[src/core/dsm_pkg.sv]
// Package of constants and types for the drive state machine
package dsm_pkg;

   typedef enum logic [7:0] {
      DSM_INIT    = 8'h01,
      DSM_SOD     = 8'h02,
      DSM_RTSO    = 8'h04,
      DSM_SWON    = 8'h08,
      DSM_OPEN    = 8'h10,
      DSM_QSTOP   = 8'h20,
      DSM_FREACT  = 8'h40,
      DSM_FAULT   = 8'h80
   } dsm_state_t;

   // Register byte offsets
   localparam logic [7:0] DSM_OFF_CTRL    = 8'h00;
   localparam logic [7:0] DSM_OFF_STATUS  = 8'h04;
   localparam logic [7:0] DSM_OFF_QSOPT   = 8'h08;
   localparam logic [7:0] DSM_OFF_COMMAND = 8'h0C;
   localparam logic [7:0] DSM_OFF_EVENT   = 8'h10;
   localparam logic [7:0] DSM_OFF_PARAM   = 8'h14;

   // Control word commands
   localparam logic [15:0] DSM_CW_DISABLE  = 16'h0000;
   localparam logic [15:0] DSM_CW_QSTOP    = 16'h0002;
   localparam logic [15:0] DSM_CW_SHUTDOWN = 16'h0006;
   localparam logic [15:0] DSM_CW_SWON     = 16'h0007;
   localparam logic [15:0] DSM_CW_ENABLE   = 16'h000F;
   localparam int          DSM_CW_RESET_BIT = 7;
   localparam int          DSM_CW_READY_BIT = 0;
   localparam int          DSM_CW_POWER_BIT = 1;
   localparam int          DSM_CW_QSN_BIT   = 2;
   localparam int          DSM_CW_RUN_BIT   = 3;

   // Status word low field per state
   localparam logic [9:0] DSM_SW_INIT   = 10'h000;
   localparam logic [9:0] DSM_SW_SOD    = 10'h250;
   localparam logic [9:0] DSM_SW_RTSO   = 10'h231;
   localparam logic [9:0] DSM_SW_SWON   = 10'h233;
   localparam logic [9:0] DSM_SW_OPEN   = 10'h237;
   localparam logic [9:0] DSM_SW_QSTOP  = 10'h217;
   localparam logic [9:0] DSM_SW_FREACT = 10'h21F;
   localparam logic [9:0] DSM_SW_FAULT  = 10'h218;

   localparam logic [2:0] DSM_QSOPT_RESET = 3'h2;
   localparam logic [2:0] DSM_QSOPT_LAST_AUTO = 3'h3;
   localparam logic [2:0] DSM_QSOPT_FIRST_HOLD = 3'h5;

   // Event register bit positions
   localparam int DSM_EV_INIT_DONE = 0;
   localparam int DSM_EV_INIT_ERR  = 1;
   localparam int DSM_EV_FAILURE   = 2;
   localparam int DSM_EV_REACT_DONE = 3;
   localparam int DSM_EV_STOP_DONE = 4;

endpackage : dsm_pkg

[src/core/dsm_drive_state_machine.sv]
// Supervisory drive state machine with an AHB-Lite register slave
`timescale 1ns/100ps

module dsm_drive_state_machine (
   input  wire logic        hclk,
   input  wire logic        hresetn,
   input  wire logic        hsel,
   input  wire logic [31:0] haddr,
   input  wire logic [1:0]  htrans,
   input  wire logic        hwrite,
   input  wire logic [2:0]  hsize,
   input  wire logic [31:0] hwdata,
   input  wire logic        hready,
   output logic      [31:0] hrdata,
   output logic             hreadyout,
   output logic             hresp,
   input  wire logic        init_done,
   input  wire logic        init_error,
   input  wire logic        failure,
   input  wire logic        reaction_done,
   input  wire logic        stop_done,
   input  wire logic [5:0]  mode_status,
   input  wire logic        param_wr,
   input  wire logic        param_run_change,
   output logic             param_accept,
   output logic             motor_energize,
   output logic             motor_turn,
   output logic             drive_enable,
   output logic             quick_stop_run,
   output logic             fault_react_run,
   output dsm_pkg::dsm_state_t state
);
   import dsm_pkg::*;

   dsm_state_t  next_state;
   logic [15:0] ctrl_word;
   logic        ctrl_wr;
   logic        reset_bit_q;
   logic [2:0]  qs_option;
   logic [31:0] motion_cmd;
   logic        ap_valid;
   logic        dp_write;
   logic        dp_active;
   logic [7:0]  dp_addr;
   logic [9:0]  status_low;
   logic [15:0] status_word;
   logic        reset_edge;
   logic        qs_auto;
   logic        qs_hold;

   // Bus slave: zero wait states, always OKAY
   assign hreadyout = 1'b1;
   assign hresp     = 1'b0;
   assign ap_valid  = hsel && hready && htrans[1];

   always_ff @(posedge hclk or negedge hresetn) begin
      if (!hresetn) begin
         dp_active <= 1'b0;
         dp_write  <= 1'b0;
         dp_addr   <= 8'h00;
      end else begin
         dp_active <= ap_valid;
         dp_write  <= ap_valid && hwrite;
         dp_addr   <= haddr[7:0];
      end
   end

   assign ctrl_wr = dp_write && (dp_addr == DSM_OFF_CTRL);

   always_ff @(posedge hclk or negedge hresetn) begin
      if (!hresetn) begin
         ctrl_word  <= 16'h0000;
         qs_option  <= DSM_QSOPT_RESET;
         motion_cmd <= 32'h0000_0000;
      end else if (dp_write) begin
         if (dp_addr == DSM_OFF_CTRL)
            ctrl_word <= hwdata[15:0];
         if (dp_addr == DSM_OFF_QSOPT)
            qs_option <= hwdata[2:0];
         if (dp_addr == DSM_OFF_COMMAND)
            motion_cmd <= hwdata;
      end
   end

   // Edge on the fault reset bit, taken from the previous control word
   always_ff @(posedge hclk or negedge hresetn) begin
      if (!hresetn)
         reset_bit_q <= 1'b0;
      else
         reset_bit_q <= ctrl_word[DSM_CW_RESET_BIT];
   end

   assign reset_edge = ctrl_word[DSM_CW_RESET_BIT] && !reset_bit_q;
   assign qs_auto = qs_option <= DSM_QSOPT_LAST_AUTO;
   assign qs_hold = qs_option >= DSM_QSOPT_FIRST_HOLD;

   // Commands compare the whole word; bit 7 high therefore blocks them
   always_comb begin
      next_state = state;
      unique case (state)
         DSM_INIT: begin
            if (init_error)
               next_state = DSM_FREACT;
            else if (init_done)
               next_state = DSM_SOD;
         end
         DSM_SOD: begin
            if (ctrl_word == DSM_CW_SHUTDOWN)
               next_state = DSM_RTSO;
         end
         DSM_RTSO: begin
            if (ctrl_word == DSM_CW_SWON)
               next_state = DSM_SWON;
            else if (ctrl_word == DSM_CW_DISABLE)
               next_state = DSM_SOD;
         end
         DSM_SWON: begin
            if (ctrl_word == DSM_CW_ENABLE)
               next_state = DSM_OPEN;
            else if (ctrl_word == DSM_CW_SHUTDOWN)
               next_state = DSM_RTSO;
            else if (ctrl_word == DSM_CW_DISABLE)
               next_state = DSM_SOD;
         end
         DSM_OPEN: begin
            if (ctrl_word == DSM_CW_SWON)
               next_state = DSM_SWON;
            else if (ctrl_word == DSM_CW_SHUTDOWN)
               next_state = DSM_RTSO;
            else if (ctrl_word == DSM_CW_DISABLE)
               next_state = DSM_SOD;
            else if (ctrl_word == DSM_CW_QSTOP)
               next_state = DSM_QSTOP;
         end
         DSM_QSTOP: begin
            if (stop_done && qs_auto)
               next_state = DSM_SOD;
            else if (qs_hold && stop_done && ctrl_word == DSM_CW_ENABLE)
               next_state = DSM_OPEN;
         end
         DSM_FREACT: begin
            if (reaction_done)
               next_state = DSM_FAULT;
         end
         DSM_FAULT: begin
            if (reset_edge)
               next_state = DSM_SOD;
         end
         default: next_state = DSM_INIT;
      endcase
      if (failure && state != DSM_FAULT && state != DSM_FREACT)
         next_state = DSM_FREACT;
   end

   // Stopping is reported complete only once; hold it while in quick stop
   logic stop_seen;
   always_ff @(posedge hclk or negedge hresetn) begin
      if (!hresetn)
         stop_seen <= 1'b0;
      else if (state != DSM_QSTOP)
         stop_seen <= 1'b0;
      else if (stop_done)
         stop_seen <= 1'b1;
   end

   always_ff @(posedge hclk or negedge hresetn) begin
      if (!hresetn)
         state <= DSM_INIT;
      else if (state == DSM_QSTOP && stop_seen && qs_hold
               && ctrl_word == DSM_CW_ENABLE
               && !(failure))
         state <= DSM_OPEN;
      else
         state <= next_state;
   end

   always_comb begin
      unique case (state)
         DSM_INIT:   status_low = DSM_SW_INIT;
         DSM_SOD:    status_low = DSM_SW_SOD;
         DSM_RTSO:   status_low = DSM_SW_RTSO;
         DSM_SWON:   status_low = DSM_SW_SWON;
         DSM_OPEN:   status_low = DSM_SW_OPEN;
         DSM_QSTOP:  status_low = DSM_SW_QSTOP;
         DSM_FREACT: status_low = DSM_SW_FREACT;
         DSM_FAULT:  status_low = DSM_SW_FAULT;
         default:    status_low = DSM_SW_INIT;
      endcase
   end

   // Bit 14 has no meaning and is forced low
   assign status_word = {mode_status[5], 1'b0, mode_status[3:0],
                         status_low};

   // Parameter write gate
   always_comb begin
      unique case (state)
         DSM_OPEN, DSM_QSTOP, DSM_FREACT:
            param_accept = param_wr && param_run_change;
         default:
            param_accept = param_wr && (state != DSM_INIT);
      endcase
   end

   // Drive outputs from flip-flops; fault keeps everything off
   always_ff @(posedge hclk or negedge hresetn) begin
      if (!hresetn) begin
         motor_energize  <= 1'b0;
         motor_turn      <= 1'b0;
         drive_enable    <= 1'b0;
         quick_stop_run  <= 1'b0;
         fault_react_run <= 1'b0;
      end else begin
         motor_energize  <= next_state == DSM_OPEN;
         motor_turn      <= next_state == DSM_OPEN
                            && motion_cmd != 32'h0000_0000;
         drive_enable    <= next_state == DSM_OPEN
                            || next_state == DSM_QSTOP;
         quick_stop_run  <= next_state == DSM_QSTOP;
         fault_react_run <= next_state == DSM_FREACT;
      end
   end

   always_ff @(posedge hclk or negedge hresetn) begin
      if (!hresetn)
         hrdata <= 32'h0000_0000;
      else if (ap_valid && !hwrite) begin
         unique case (haddr[7:0])
            DSM_OFF_CTRL:    hrdata <= {16'h0000, ctrl_word};
            DSM_OFF_STATUS:  hrdata <= {16'h0000, status_word};
            DSM_OFF_QSOPT:   hrdata <= {29'h0, qs_option};
            DSM_OFF_COMMAND: hrdata <= motion_cmd;
            DSM_OFF_EVENT:   hrdata <= {24'h0, state};
            default:         hrdata <= 32'h0000_0000;
         endcase
      end
   end

   a_reset_init: assert property (@(posedge hclk)
      $rose(hresetn) |-> status_low == DSM_SW_INIT)
      else $error("not in init after reset");
   a_init_done: assert property (@(posedge hclk) disable iff (!hresetn)
      state == DSM_INIT && init_done && !init_error && !failure
      |=> state == DSM_SOD)
      else $error("init done ignored");
   a_sod_ready: assert property (@(posedge hclk) disable iff (!hresetn)
      state == DSM_SOD && ctrl_word == DSM_CW_SHUTDOWN && !failure
      |=> status_word[9:0] == DSM_SW_RTSO)
      else $error("shutdown not taken");
   a_rtso_swon: assert property (@(posedge hclk) disable iff (!hresetn)
      state == DSM_RTSO && ctrl_word == DSM_CW_SWON && !failure
      |=> state == DSM_SWON)
      else $error("switch on not taken");
   a_swon_enable: assert property (@(posedge hclk) disable iff (!hresetn)
      state == DSM_SWON && ctrl_word == DSM_CW_ENABLE && !failure
      |=> state == DSM_OPEN ##1 motor_energize)
      else $error("enable not taken");
   a_open_qstop: assert property (@(posedge hclk) disable iff (!hresetn)
      state == DSM_OPEN && ctrl_word == DSM_CW_QSTOP && !failure
      |=> status_word[9:0] == DSM_SW_QSTOP)
      else $error("quick stop not taken");
   a_failure_react: assert property (@(posedge hclk) disable iff (!hresetn)
      failure && state != DSM_FAULT |=> state == DSM_FREACT)
      else $error("failure not handled");
   a_fault_hold: assert property (@(posedge hclk) disable iff (!hresetn)
      state == DSM_FAULT && !reset_edge && !failure
      |=> state == DSM_FAULT)
      else $error("fault left without reset edge");
   a_bit14_zero: assert property (@(posedge hclk) disable iff (!hresetn)
      !status_word[14])
      else $error("status bit 14 set");
   a_param_gate: assert property (@(posedge hclk) disable iff (!hresetn)
      state == DSM_OPEN && param_wr && !param_run_change
      |-> !param_accept)
      else $error("non run-change write accepted");

   // Transitions not covered above, with failure held off except from init, fault reaction and fault
   a_init_error: assert property (@(posedge hclk) disable iff (!hresetn)
      state == DSM_INIT && init_error
      |=> state == DSM_FREACT)
      else $error("init error ignored");
   a_rtso_disable: assert property (@(posedge hclk) disable iff (!hresetn)
      state == DSM_RTSO && ctrl_word == DSM_CW_DISABLE && !failure
      |=> state == DSM_SOD)
      else $error("disable from ready not taken");
   a_swon_back: assert property (@(posedge hclk) disable iff (!hresetn)
      state == DSM_SWON && ctrl_word == DSM_CW_SHUTDOWN && !failure
      |=> state == DSM_RTSO)
      else $error("shutdown from switched on not taken");
   a_open_swon: assert property (@(posedge hclk) disable iff (!hresetn)
      state == DSM_OPEN && ctrl_word == DSM_CW_SWON && !failure
      |=> state == DSM_SWON)
      else $error("disable operation not taken");
   a_open_ready: assert property (@(posedge hclk) disable iff (!hresetn)
      state == DSM_OPEN && ctrl_word == DSM_CW_SHUTDOWN && !failure
      |=> status_word[9:0] == DSM_SW_RTSO)
      else $error("shutdown from enabled not taken");
   a_open_disable: assert property (@(posedge hclk) disable iff (!hresetn)
      (state == DSM_SWON || state == DSM_OPEN)
      && ctrl_word == DSM_CW_DISABLE && !failure
      |=> state == DSM_SOD)
      else $error("disable voltage not taken");
   a_qstop_auto: assert property (@(posedge hclk) disable iff (!hresetn)
      state == DSM_QSTOP && stop_done && qs_auto && !failure
      |=> state == DSM_SOD)
      else $error("quick stop did not fall back");
   a_qstop_hold: assert property (@(posedge hclk) disable iff (!hresetn)
      state == DSM_QSTOP && qs_hold && ctrl_word != DSM_CW_ENABLE
      && !failure |=> state == DSM_QSTOP)
      else $error("quick stop left without command");
   a_qstop_resume: assert property (@(posedge hclk) disable iff (!hresetn)
      state == DSM_QSTOP && stop_seen && qs_hold
      && ctrl_word == DSM_CW_ENABLE && !failure
      |=> state == DSM_OPEN)
      else $error("quick stop resume not taken");
   a_react_done: assert property (@(posedge hclk) disable iff (!hresetn)
      state == DSM_FREACT && reaction_done
      |=> status_word[9:0] == DSM_SW_FAULT)
      else $error("fault reaction did not complete");
   a_fault_clear: assert property (@(posedge hclk) disable iff (!hresetn)
      state == DSM_FAULT && reset_edge
      |=> state == DSM_SOD)
      else $error("fault reset edge ignored");
   // A held reset bit must freeze the command driven states SOD, RTSO, SWON and OPEN
   a_bit7_block: assert property (@(posedge hclk) disable iff (!hresetn)
      ctrl_word[DSM_CW_RESET_BIT] && !failure
      && (state == DSM_SOD || state == DSM_RTSO
          || state == DSM_SWON || state == DSM_OPEN)
      |=> $stable(state))
      else $error("command taken while reset bit held");
   a_fault_accept: assert property (@(posedge hclk) disable iff (!hresetn)
      state == DSM_FAULT && param_wr |-> param_accept)
      else $error("parameter write refused in fault");
   a_drive_off: assert property (@(posedge hclk) disable iff (!hresetn)
      state == DSM_FAULT
      |-> !drive_enable && !motor_energize && !motor_turn)
      else $error("drive active in fault");
   a_motor_turn: assert property (@(posedge hclk) disable iff (!hresetn)
      state == DSM_OPEN && next_state == DSM_OPEN
      && motion_cmd != 32'h0000_0000 |=> motor_turn)
      else $error("motor not turning with command");
   a_unmatched: assert property (@(posedge hclk) disable iff (!hresetn)
      state == DSM_SOD && ctrl_word != DSM_CW_SHUTDOWN && !failure
      |=> state == DSM_SOD)
      else $error("unmatched word changed state");
   a_ctrl_store: assert property (@(posedge hclk) disable iff (!hresetn)
      ctrl_wr |=> ctrl_word == $past(hwdata[15:0]))
      else $error("control word not stored");
   a_open_pattern: assert property (@(posedge hclk) disable iff (!hresetn)
      state == DSM_OPEN
      |-> status_word[6:5] == 2'h1 && status_word[3:0] == 4'h7)
      else $error("enabled pattern wrong");
   a_fault_pattern: assert property (@(posedge hclk) disable iff (!hresetn)
      state == DSM_FAULT
      |-> !status_word[6] && status_word[3:0] == 4'h8)
      else $error("fault pattern wrong");
   a_zero_wait: assert property (@(posedge hclk) disable iff (!hresetn)
      dp_active |-> hreadyout && !hresp)
      else $error("data phase stalled or errored");

endmodule : dsm_drive_state_machine

[config.mk]
export PLATFORM = sky130hd
export DESIGN_NAME = dsm_drive_state_machine
export DESIGN_NICKNAME = d
export VERILOG_FILES = /design/src/core/dsm_pkg.sv /design/src/core/dsm_drive_state_machine.sv
export SDC_FILE = /design/constraint.sdc
export NUM_CORES = 1
export LEC_CHECK = 0
export BUFFER_PORTS_ARGS = -buffer_cell sky130_fd_sc_hd__buf_2
export CAP_MARGIN = 20
export CORE_MARGIN = 8
export CORE_UTILIZATION = 45
export DETAILED_ROUTE_END_ITERATION = 10
export PLACE_DENSITY_LB_ADDON = 0.12
export SLEW_MARGIN = 20
export SYNTH_ARGS = -nofsm -noshare
export SYNTH_HDL_FRONTEND = slang
export SYNTH_SLANG_ARGS = --single-unit
[constraint.sdc]
create_clock -name hclk -period 5.1 [get_ports hclk]
set_input_delay 1.275 -clock hclk [delete_from_list [all_inputs] [get_ports hclk]]
set_output_delay 1.275 -clock hclk [all_outputs]
set_load 0.01 [all_outputs]
### Yosys cells after proc, flatten, opt, wreduce, memory -nomap -nowiden

Cells that the tools add are included.

| cells by class | value |
|---|---|
| $lt $le $gt $ge | 2 |
| eq/ne operators | 25 |
| mux-type cells | 23 |
| reductions and logical operators | 30 |

Operators with widths:

| cell | count |
|---|---|
| $pmux 32 s5 | 1 |
| $mux 8 | 17 |
| $pmux 10 s7 | 1 |
| $pmux 8 s8 | 1 |
| $eq 8x4->1 const B | 5 |
| $eq 16x3->1 const B | 2 |
| $reduce_bool 32->1 | 1 |
| $eq 8x5->1 const B | 3 |
| $logic_and 1x1->1 | 17 |
| $eq 16x2->1 const B | 1 |
| $eq 16x4->1 const B | 1 |
| $eq 8x3->1 const B | 2 |
| $eq 8x6->1 const B | 2 |
| $eq 8x7->1 const B | 2 |
| $logic_not 16->1 | 1 |
| $logic_not 8->1 | 2 |
| $eq 8x1->1 const B | 1 |
| $eq 8x2->1 const B | 1 |
| $eq 8x8->1 const B | 1 |
| $ne 8x1->1 const B | 1 |
| $ne 8x6->1 const B | 1 |
| $ne 8x7->1 const B | 1 |
| $ne 8x8->1 const B | 1 |
| $reduce_and 2->1 | 3 |
| other kinds (7) | 11 |

| storage, ports and cells | value |
|---|---|
| register bits | 107 |
| input bits | 87 |
| word-level logic and storage cells | 94 |

### Logic depth before layout (Yosys ltp)

Gate-level depths: netlist (run 1).

| logic depth | value |
|---|---|
| depth in word-level cells | 9 |
| depth in mapped cells | 8 |
| gate-level depth less buffers | 6 |

### Worst setup path before layout (run 1)

Ideal clock, no wire load.

| timing path | value |
|---|---|
| path type | input to register |
| from | input haddr[5] |
| to | register hrdata[4] |
| setup time | 0.064 ns |
| data arrival time | 2.894 ns |
| slack | 2.141 ns |
| stages | 6 |
| buffers on the path | 0 |
| path through | nor4_1 nand3b_1 nor3_1 a222oi_1 a21oi_1 a21o_1 |

| between the ends | value |
|---|---|
| word-level cells in the longest chain between the ends | 2 |

Ends and longest elaborated chain:

| what | RTL line | source |
|---|---|---|
| start: declaration | dsm_drive_state_machine.sv:8 | `input wire logic [31:0] haddr,` |
| $eq 8x5->1 (tied with other cells) | dsm_drive_state_machine.sv:228 | `unique case (haddr[7:0])` |
| $pmux 32 s5 (*) | dsm_drive_state_machine.sv:228 |  |
| end signal: assignment | dsm_drive_state_machine.sv:229 | `DSM_OFF_CTRL: hrdata <= {16'h0000, ctrl_word};` |
| end signal: assignment | dsm_drive_state_machine.sv:230 | `DSM_OFF_STATUS: hrdata <= {16'h0000, status_word};` |
| end signal: assignment | dsm_drive_state_machine.sv:231 | `DSM_OFF_QSOPT: hrdata <= {29'h0, qs_option};` |
| end: declaration | dsm_drive_state_machine.sv:14 | `output logic [31:0] hrdata,` |

Mark *: on every way between the ends. The rest lies on a longest branch, timed or not.
A chain may end at the register's enable or synchronous reset.

### Worst setup path in the final report (run 1)

| timing path | value |
|---|---|
| from | register state[1] |
| to | output param_accept |

| between the ends | value |
|---|---|
| word-level cells in the longest chain between the ends | 3 |

Ends and longest elaborated chain:

| what | RTL line | source |
|---|---|---|
| start: declaration | dsm_drive_state_machine.sv:31 | `output dsm_pkg::dsm_state_t state` |
| start signal: assignment | dsm_drive_state_machine.sv:174 | `state <= next_state;` |
| $eq 8x6->1 (tied with other cells) | dsm_drive_state_machine.sv:197 | `unique case (state)` |
| $reduce_or 3->1 or $logic_and 1x1->1 (tied branches) | dsm_drive_state_machine.sv:197, dsm_drive_state_machine.sv:201 |  |
| $mux 1 (*) | dsm_drive_state_machine.sv:197 |  |
| end: declaration | dsm_drive_state_machine.sv:25 | `output logic param_accept,` |

Marked as above.

==> results of run 1 <==
[final timing paths]
| check | start | end | slack [ns] | cells after the start |
|---|---|---|---|---|
| max in group asynchronous | hresetn | ctrl_word[10]$_DFFE_PN0P_ | 3.31 | 3 |
| hold / removal | hrdata[17]$_DFFE_PN0P_ | hrdata[17]$_DFFE_PN0P_ | 0.48 | 2 |
| setup reg to reg | state[1]$_DFF_PN0_ | drive_enable$_DFF_PN0_ | 2.38 | 6 |
| min in group asynchronous | hresetn | qs_option[2]$_DFFE_PN0P_ | 0.78 | 1 |
| hold reg to reg | hrdata[17]$_DFFE_PN0P_ | hrdata[17]$_DFFE_PN0P_ | 0.48 | 2 |
| setup / recovery | state[1]$_DFF_PN0_ | param_accept | 1.45 | 5 |
[sequential cells by signal (all words and copies together), names as in the netlist]
signal,cells
dp_addr,8
stop_seen,1
qs_option,3
motor_turn,1
quick_stop_run,1
motion_cmd,32
fault_react_run,1
drive_enable,1
hrdata,32
motor_energize,1
state,8
ctrl_word,16
reset_bit_q,1
dp_write,1
[kinds of logic after synthesis]
| logic type | count (synthesis) | synth area share |
|---|---|---|
| AOI/OAI and AO/OA | 104 | 0.137 |
| xor gates and xnor gates | 3 | 0.00522 |
| buffers and inverters | 36 | 0.0300 |
| DFF | 107 | 0.532 |
| muxes | 56 | 0.124 |
| other | 2 | 0.00149 |
| and+or+nand+nor | 159 | 0.170 |
[routing by layer]
| layer | track usage | share of wire |
|---|---|---|
| met2 | 0.280 | 0.45 |
| met4 | 0.0524 | 0.014 |
| met5 | 0 | 0 |
| met3 | 0.0481 | 0.073 |
| met1 | 0.260 | 0.46 |
[tightest hold or removal path, stage by stage, from the launching register on]
cell and delay, ns:
dfrtp_1 0.35, nand2_1 0.04, o21ai_0 0.05
[placed cells by master (no fill, tap or decap), types with 8 or more instances in the layout]
master,n
dfrtp_1,105
buf_2,102
nand2_1,58
mux2_2,51
o21ai_0,32
nor2_1,24
nor4_1,13
a21oi_1,12
inv_1,10
nand3_1,9
o31ai_1,9
clkbuf_8,9
a31oi_1,8
a22oi_1,8
[power groups by stage]
stage	clock, uW	combinational [uW]	sequential, uW
finish	471	314	926
global route	520	348	932
CTS	481	313	925
detailed placement	0	312	943
global placement	0	305	941
floorplan	0	213	916
[stage by stage]
| stage | instance area (um^2) | hold slack (ns) | utilization |
|---|---|---|---|
| 3_5_place_dp | 5670 | 0.462 | 0.521 |
| 5_1_grt | 5860 | 0.508 | 0.538 |
| 2_1_floorplan | 5040 | 0.404 | - |
| 3_3_place_gp | 5670 | 0.449 | 0.521 |
| 6_report | 5860 | 0.481 | 0.538 |
| 4_1_cts | 5830 | 0.484 | 0.536 |
[area by class of cell]
class | instances | area, um^2 | area share
Tap cell | 140 | 175 | 0.0299
Multi-Input combinational cell | 324 | 2210 | 0.377
Sequential cell | 107 | 2680 | 0.457
Inverter | 10 | 37.5 | 0.00640
Clock buffer | 10 | 128 | 0.0218
Timing Repair Buffer | 110 | 591 | 0.101
Clock inverter | 5 | 38.8 | 0.00662
==> key figures, run 1 <==
Status
  – Status: completed

Critical path
  – Critical path peak fanout: 10
  – Worst path top cell family by delay: simple AND/OR/NAND/NOR gates
  – CP Launch Type: register
  – Arr. time, crit path: 2.38 ns
  – Kind of critical path: reg2out
  – Slowest CP cell: or4_4
  – Crit. End Element: output port
  – Highest cell delay on the worst timing path: 0.64 ns
  – Buf/Inv on CP: 1
  – Crit-path cells: or4_4 -> nor3_2 -> a21boi_1 -> o211a_1 -> buf_2
  – Req. time, crit path: 3.83 ns

Clocking
  – Clock Tree Buf Depth: 2
  – Resized Gates After CTS: 0
  – Clock slew at reported path FFs: 0.10 ns
  – Hold-fix buffers, CTS: 0
  – Clock sinks: 107
  – CTS tree: yes
  – Post-CTS Setup Repair Bufs: 0
  – TritonCTS Buffers: 9
  – CTS H-Tree Depth: 3
  – Insertion delay to the later sink of the worst-skew pair: 0.37 ns
  – CTS Root Cell: clkbuf_8

STA
  – Min Tclk post-route: 3.65 ns
  – Final hold violation count: 0
  – Max transition margin: 0.367
  – Final Max Slew Viols: 0
  – RSZ-0062 raised after global routing: false
  – Fin crit share: 0.716
  – Setup TNS: 0 ns
  – Fmax achieved: 274 MHz
  – Final setup viols: 0
  – Measured slew at the worst slew-check pin: 0.947 ns
  – Worst Skew: 0.0116 ns
  – Final WS setup: 1.45 ns

GRT
  – Congestion Overflow GR: 0
  – Largest net degree at the start of global routing: 80
  – Number of global-route vias before repair: 4,103
  – Global-route wire length before repair: 21.8 mm
  – Total global-route track usage: 0.186
  – Initial antenna violation count: 0

Pwr
  – Reg power frac: 0.541
  – Net switching power: 529 uW
  – Power share of the combinational group: 0.184
  – Pwr Density: 292 nW/um^2
  – Sw Ratio: 0.309
  – Design Power: 1710 uW
  – P_leak: 0.00288 uW
  – Maximum vdd drop: 175 uV
  – Clock power frac: 0.275
  – Internal Power: 1180 uW

Logic synthesis
  – Post-synth top area share: 0.521
  – Synth area leaders: dfrtp_1, mux2_2, nand2_1
  – Post-Syn Nets: 554
  – Top cells by count, synth: dfrtp_1, nand2_1, mux2_2, o21ai_0, nor2_1
  – Top_reg_cell synth: dfrtp_1
  – Seq/Total Area, Yosys: 0.532
  – Most common cell in the synthesized netlist: dfrtp_1
  – EDFF count, synth: 0
  – Yosys reg bits: 107
  – Cell taking the most area after synthesis: dfrtp_1
  – Cells after synthesis: 467
  – Syn_area_per_cell: 10.8 um^2
  – Unique cell type count in the Yosys netlist: 59
  – Ys Warns: 0
  – Synthesized area: 5040 um^2
  – Ys async rst share: 1.00

Drt
  – Vias/cell: 5.72
  – Routed wire length: 13.6 mm
  – Routed WL per cell: 19.2 um
  – Drt pass-1 iters: 5
  – DRC violations left: 0
  – 1st-iter DRT viols: 307
  – Vias: 4,041
  – Final ANT Viol Nets: 0

Die
  – Core area: 10,900 um^2
  – Die X: 122 um
  – FP Rows: 38
  – Starting Density: 0.463
  – Die Y: 122 um
  – Die area: 14,800 um^2
  – I/O pin count: 135

Place
  – HPWL after detailed placement: 9.93 mm
  – Final RePlAce weighted congestion: 0.915
  – # placed instances: 690
  – IO buf count: 103
  – Pre-CTS setup slack: 1.30 ns

Cells and area
  – Final non-filler cell total: 706
  – Antenna Cells: 0
  – Fill count: 1,037
  – Nets: 649
  – Syn-to-layout area delta: 16.3%
  – Share of cells above drive strength 1: 0.330

Hold path
  – Hold Crit Class: reg2reg

Job
  – Maxcap violations: 0
Power figures use the tool's default switching activity.
==> inputs of run 2 (changes only) <==
- clock period: 5.1 -> 3.5 ns (I/O delays scaled with it)
==> run 2 against run 1 <==
Via count fell by 0.64%. Sequential power rose by 46%. Routed wire length rose by 0.69%. Register-to-register slack got worse by 1.4 ns. Largest power group unchanged. Largest cell class unchanged. Sequential cell count did not move. Critical endpoint unchanged. Die area did not move.
==> key figures, run 2 (same netlist as run 1, synthesis figures left out) <==
STA
  – Setup TNS: 0 ns (unchanged)
  – RSZ-0062 raised after global routing: false
  – Final Max Slew Viols: 0 (unchanged)
  – Fin crit share: 0.911
  – Final setup viols: 0 (unchanged)
  – Final hold violation count: 0 (unchanged)
  – Min Tclk post-route: 3.19 ns
  – Measured slew at the worst slew-check pin: 0.720 ns (-0.227 ns)
  – Fmax achieved: 314 MHz
  – Worst Skew: 0.00992 ns (-0.00170 ns)
  – Max transition margin: 0.520 (+0.153)

Place
  – Placed cell areas: 5740 um^2 (+1.2%)
  – HPWL after detailed placement: 10.2 mm (+2.4%)
  – Final RePlAce weighted congestion: 0.917 (+0.17%)
  – IO buf count: 103 (unchanged)

Pwr
  – Sw Ratio: 0.299 (-0.0107)
  – Internal Power: 1820 uW (+54%)
  – P_leak: 0.00292 uW (+1.5%)
  – Pwr Density: 437 nW/um^2 (+50%)
  – Power share of the combinational group: 0.179 (-0.005)
  – Design Power: 2590 uW (+52%)
  – Net switching power: 775 uW (+46%)
  – Reg power frac: 0.519 (-0.022)
  – Clock power frac: 0.302 (+0.027)
  – Maximum vdd drop: 217 uV (+24%)

Cells and area
  – Finished Cell Area: 5940 um^2 (+1.3%)
  – Syn-to-layout area delta: 17.9%
  – Antenna Cells: 0 (unchanged)
  – Fill count: 976 (-5.9%)
  – Fin util: 0.545 (+0.00701)
  – Nets: 657 (+1.2%)
  – Commonest non-fill, non-tap cell in the layout: dfrtp_1
  – Most frequent cells in the layout: dfrtp_1, buf_2, nand2_1
  – Share of cells above drive strength 1: 0.339 (+0.00874)
  – Leading registers by flop count: hrdata (32), motion_cmd (32), ctrl_word (16)

Clocking
  – TritonCTS Buffers: 9 (unchanged)
  – Insertion delay to the later sink of the worst-skew pair: 0.37 ns (about the same)
  – Post-CTS Setup Repair Bufs: 0 (unchanged)
  – Clock slew at reported path FFs: 0.10 ns (about the same)
  – CTS Root Cell: clkbuf_8
  – Hold-fix buffers, CTS: 0 (unchanged)
  – Resized Gates After CTS: 0 (unchanged)
  – CTS H-Tree Depth: 3 (unchanged)
  – Clock sinks: 107 (unchanged)
  – Clock Tree Buf Depth: 2 (unchanged)
  – CTS tree: yes

Drt
  – Routed wire length: 13.7 mm (+0.69%)
  – 1st-iter DRT viols: 272 (-11%)
  – Routed WL per cell: 19.1 um (-0.57%)
  – DRC violations left: 0 (unchanged)
  – Drt pass-1 iters: 4 (-1)
  – Vias/cell: 5.62 (-1.9%)
  – Vias: 4,015 (-0.64%)
  – Final ANT Viol Nets: 0 (unchanged)

GRT
  – Initial antenna violation count: 0 (unchanged)
  – Number of global-route vias before repair: 4,273 (+4.1%)
  – Largest net degree at the start of global routing: 57 (-29%)
  – Total global-route track usage: 0.191 (+0.00441)
  – Congestion Overflow GR: 0 (unchanged)
  – Global-route wire length before repair: 22.3 mm (+2.4%)

Status
  – Status: completed

Die
  – FP Rows: 38 (unchanged)
  – Die X: 122 um (unchanged)
  – Starting Density: 0.463 (unchanged)
  – Core area: 10,900 um^2 (unchanged)
  – Die area: 14,800 um^2 (unchanged)
  – I/O pin count: 135 (unchanged)
  – Die Y: 122 um (unchanged)

Critical path
  – Reg2Reg Setup Slack: 0.94 ns (-1.44 ns)
  – Crit. End Element: output port
  – Arr. time, crit path: 2.31 ns (-0.07 ns)
  – CP Launch Type: register
  – Kind of critical path: reg2out
  – Req. time, crit path: 2.62 ns (-1.21 ns)
  – Critical path peak fanout: 8 (-2)

Hold path
  – Hold Crit Class: reg2reg

Job
  – Maxcap violations: 0 (unchanged)
## run 2: changes by cell type in the layout (fill, tap and decap cells not counted)
cell / delta
clkinvlp_4: +1
clkbuf_8: +1
clkinv_4: -1
buf_16: -1
bufinv_16: +1
clkinv_2: -2
clkbuf_1: +1
buf_4: +9
## run 2: worst max-delay path: stages, from the launching register on
cell	delay, ns
dfrtp_1	0.56
nor4_4	0.53
nand3_1	0.21
a21boi_1	0.26
o211a_1	0.26
buf_2	0.13
## run 2: path summary, 6_finish.rpt
kind / from / to / cells after the start
min reg2reg: ctrl_word[7]$_DFFE_PN0P_ / reset_bit_q$_DFF_PN0_ / 0
max: state[2]$_DFF_PN0_ / param_accept / 5
min: ctrl_word[7]$_DFFE_PN0P_ / reset_bit_q$_DFF_PN0_ / 0
max in group asynchronous: hresetn / ctrl_word[5]$_DFFE_PN0P_ / 2
min in group asynchronous: hresetn / motion_cmd[3]$_DFFE_PN0P_ / 1
max reg2reg: ctrl_word[12]$_DFFE_PN0P_ / state[1]$_DFF_PN0_ / 6
## run 2: per-stage QoR
| stage | hold slack (ns) | std cells | worst slack [ns] |
|---|---|---|---|
| after global routing | 0.496 | 715 | 0.201 |
| after detailed placement | 0.450 | 699 | 0.659 |
| final | 0.471 | 715 | 0.312 |
| after CTS | 0.473 | 715 | 0.343 |
| after global placement | 0.451 | 699 | 0.723 |
| after floorplan | 0.404 | 467 | 0.941 |
## run 2: power by group through the flow
stage | Clock, uW | Sequential (uW) | Combinational [uW]
2_1_floorplan | 0 | 1330 | 310
3_5_place_dp | 0 | 1370 | 462
5_1_grt | 844 | 1360 | 510
4_1_cts | 799 | 1350 | 462
3_3_place_gp | 0 | 1370 | 455
6_report | 784 | 1350 | 463
## run 2: per-layer routing
metal,vias to the layer above,part of all wire,GRT usage
met4,0,0.015,0.0678
met5,-,0,0
met1,1963,0.46,0.261
met2,123,0.45,0.290
met3,17,0.069,0.0435
li1,1912,-,-
## run 2: layout make-up
cell class,instances,area (um^2),share of cell area
multi-input combinational,324,2210,0.373
timing repair buffer,118,631,0.106
clock buffer,12,145,0.0244
tap,140,175,0.0295
inverter,10,37.5,0.00632
clock inverter,4,57.6,0.00969
sequential,107,2680,0.451
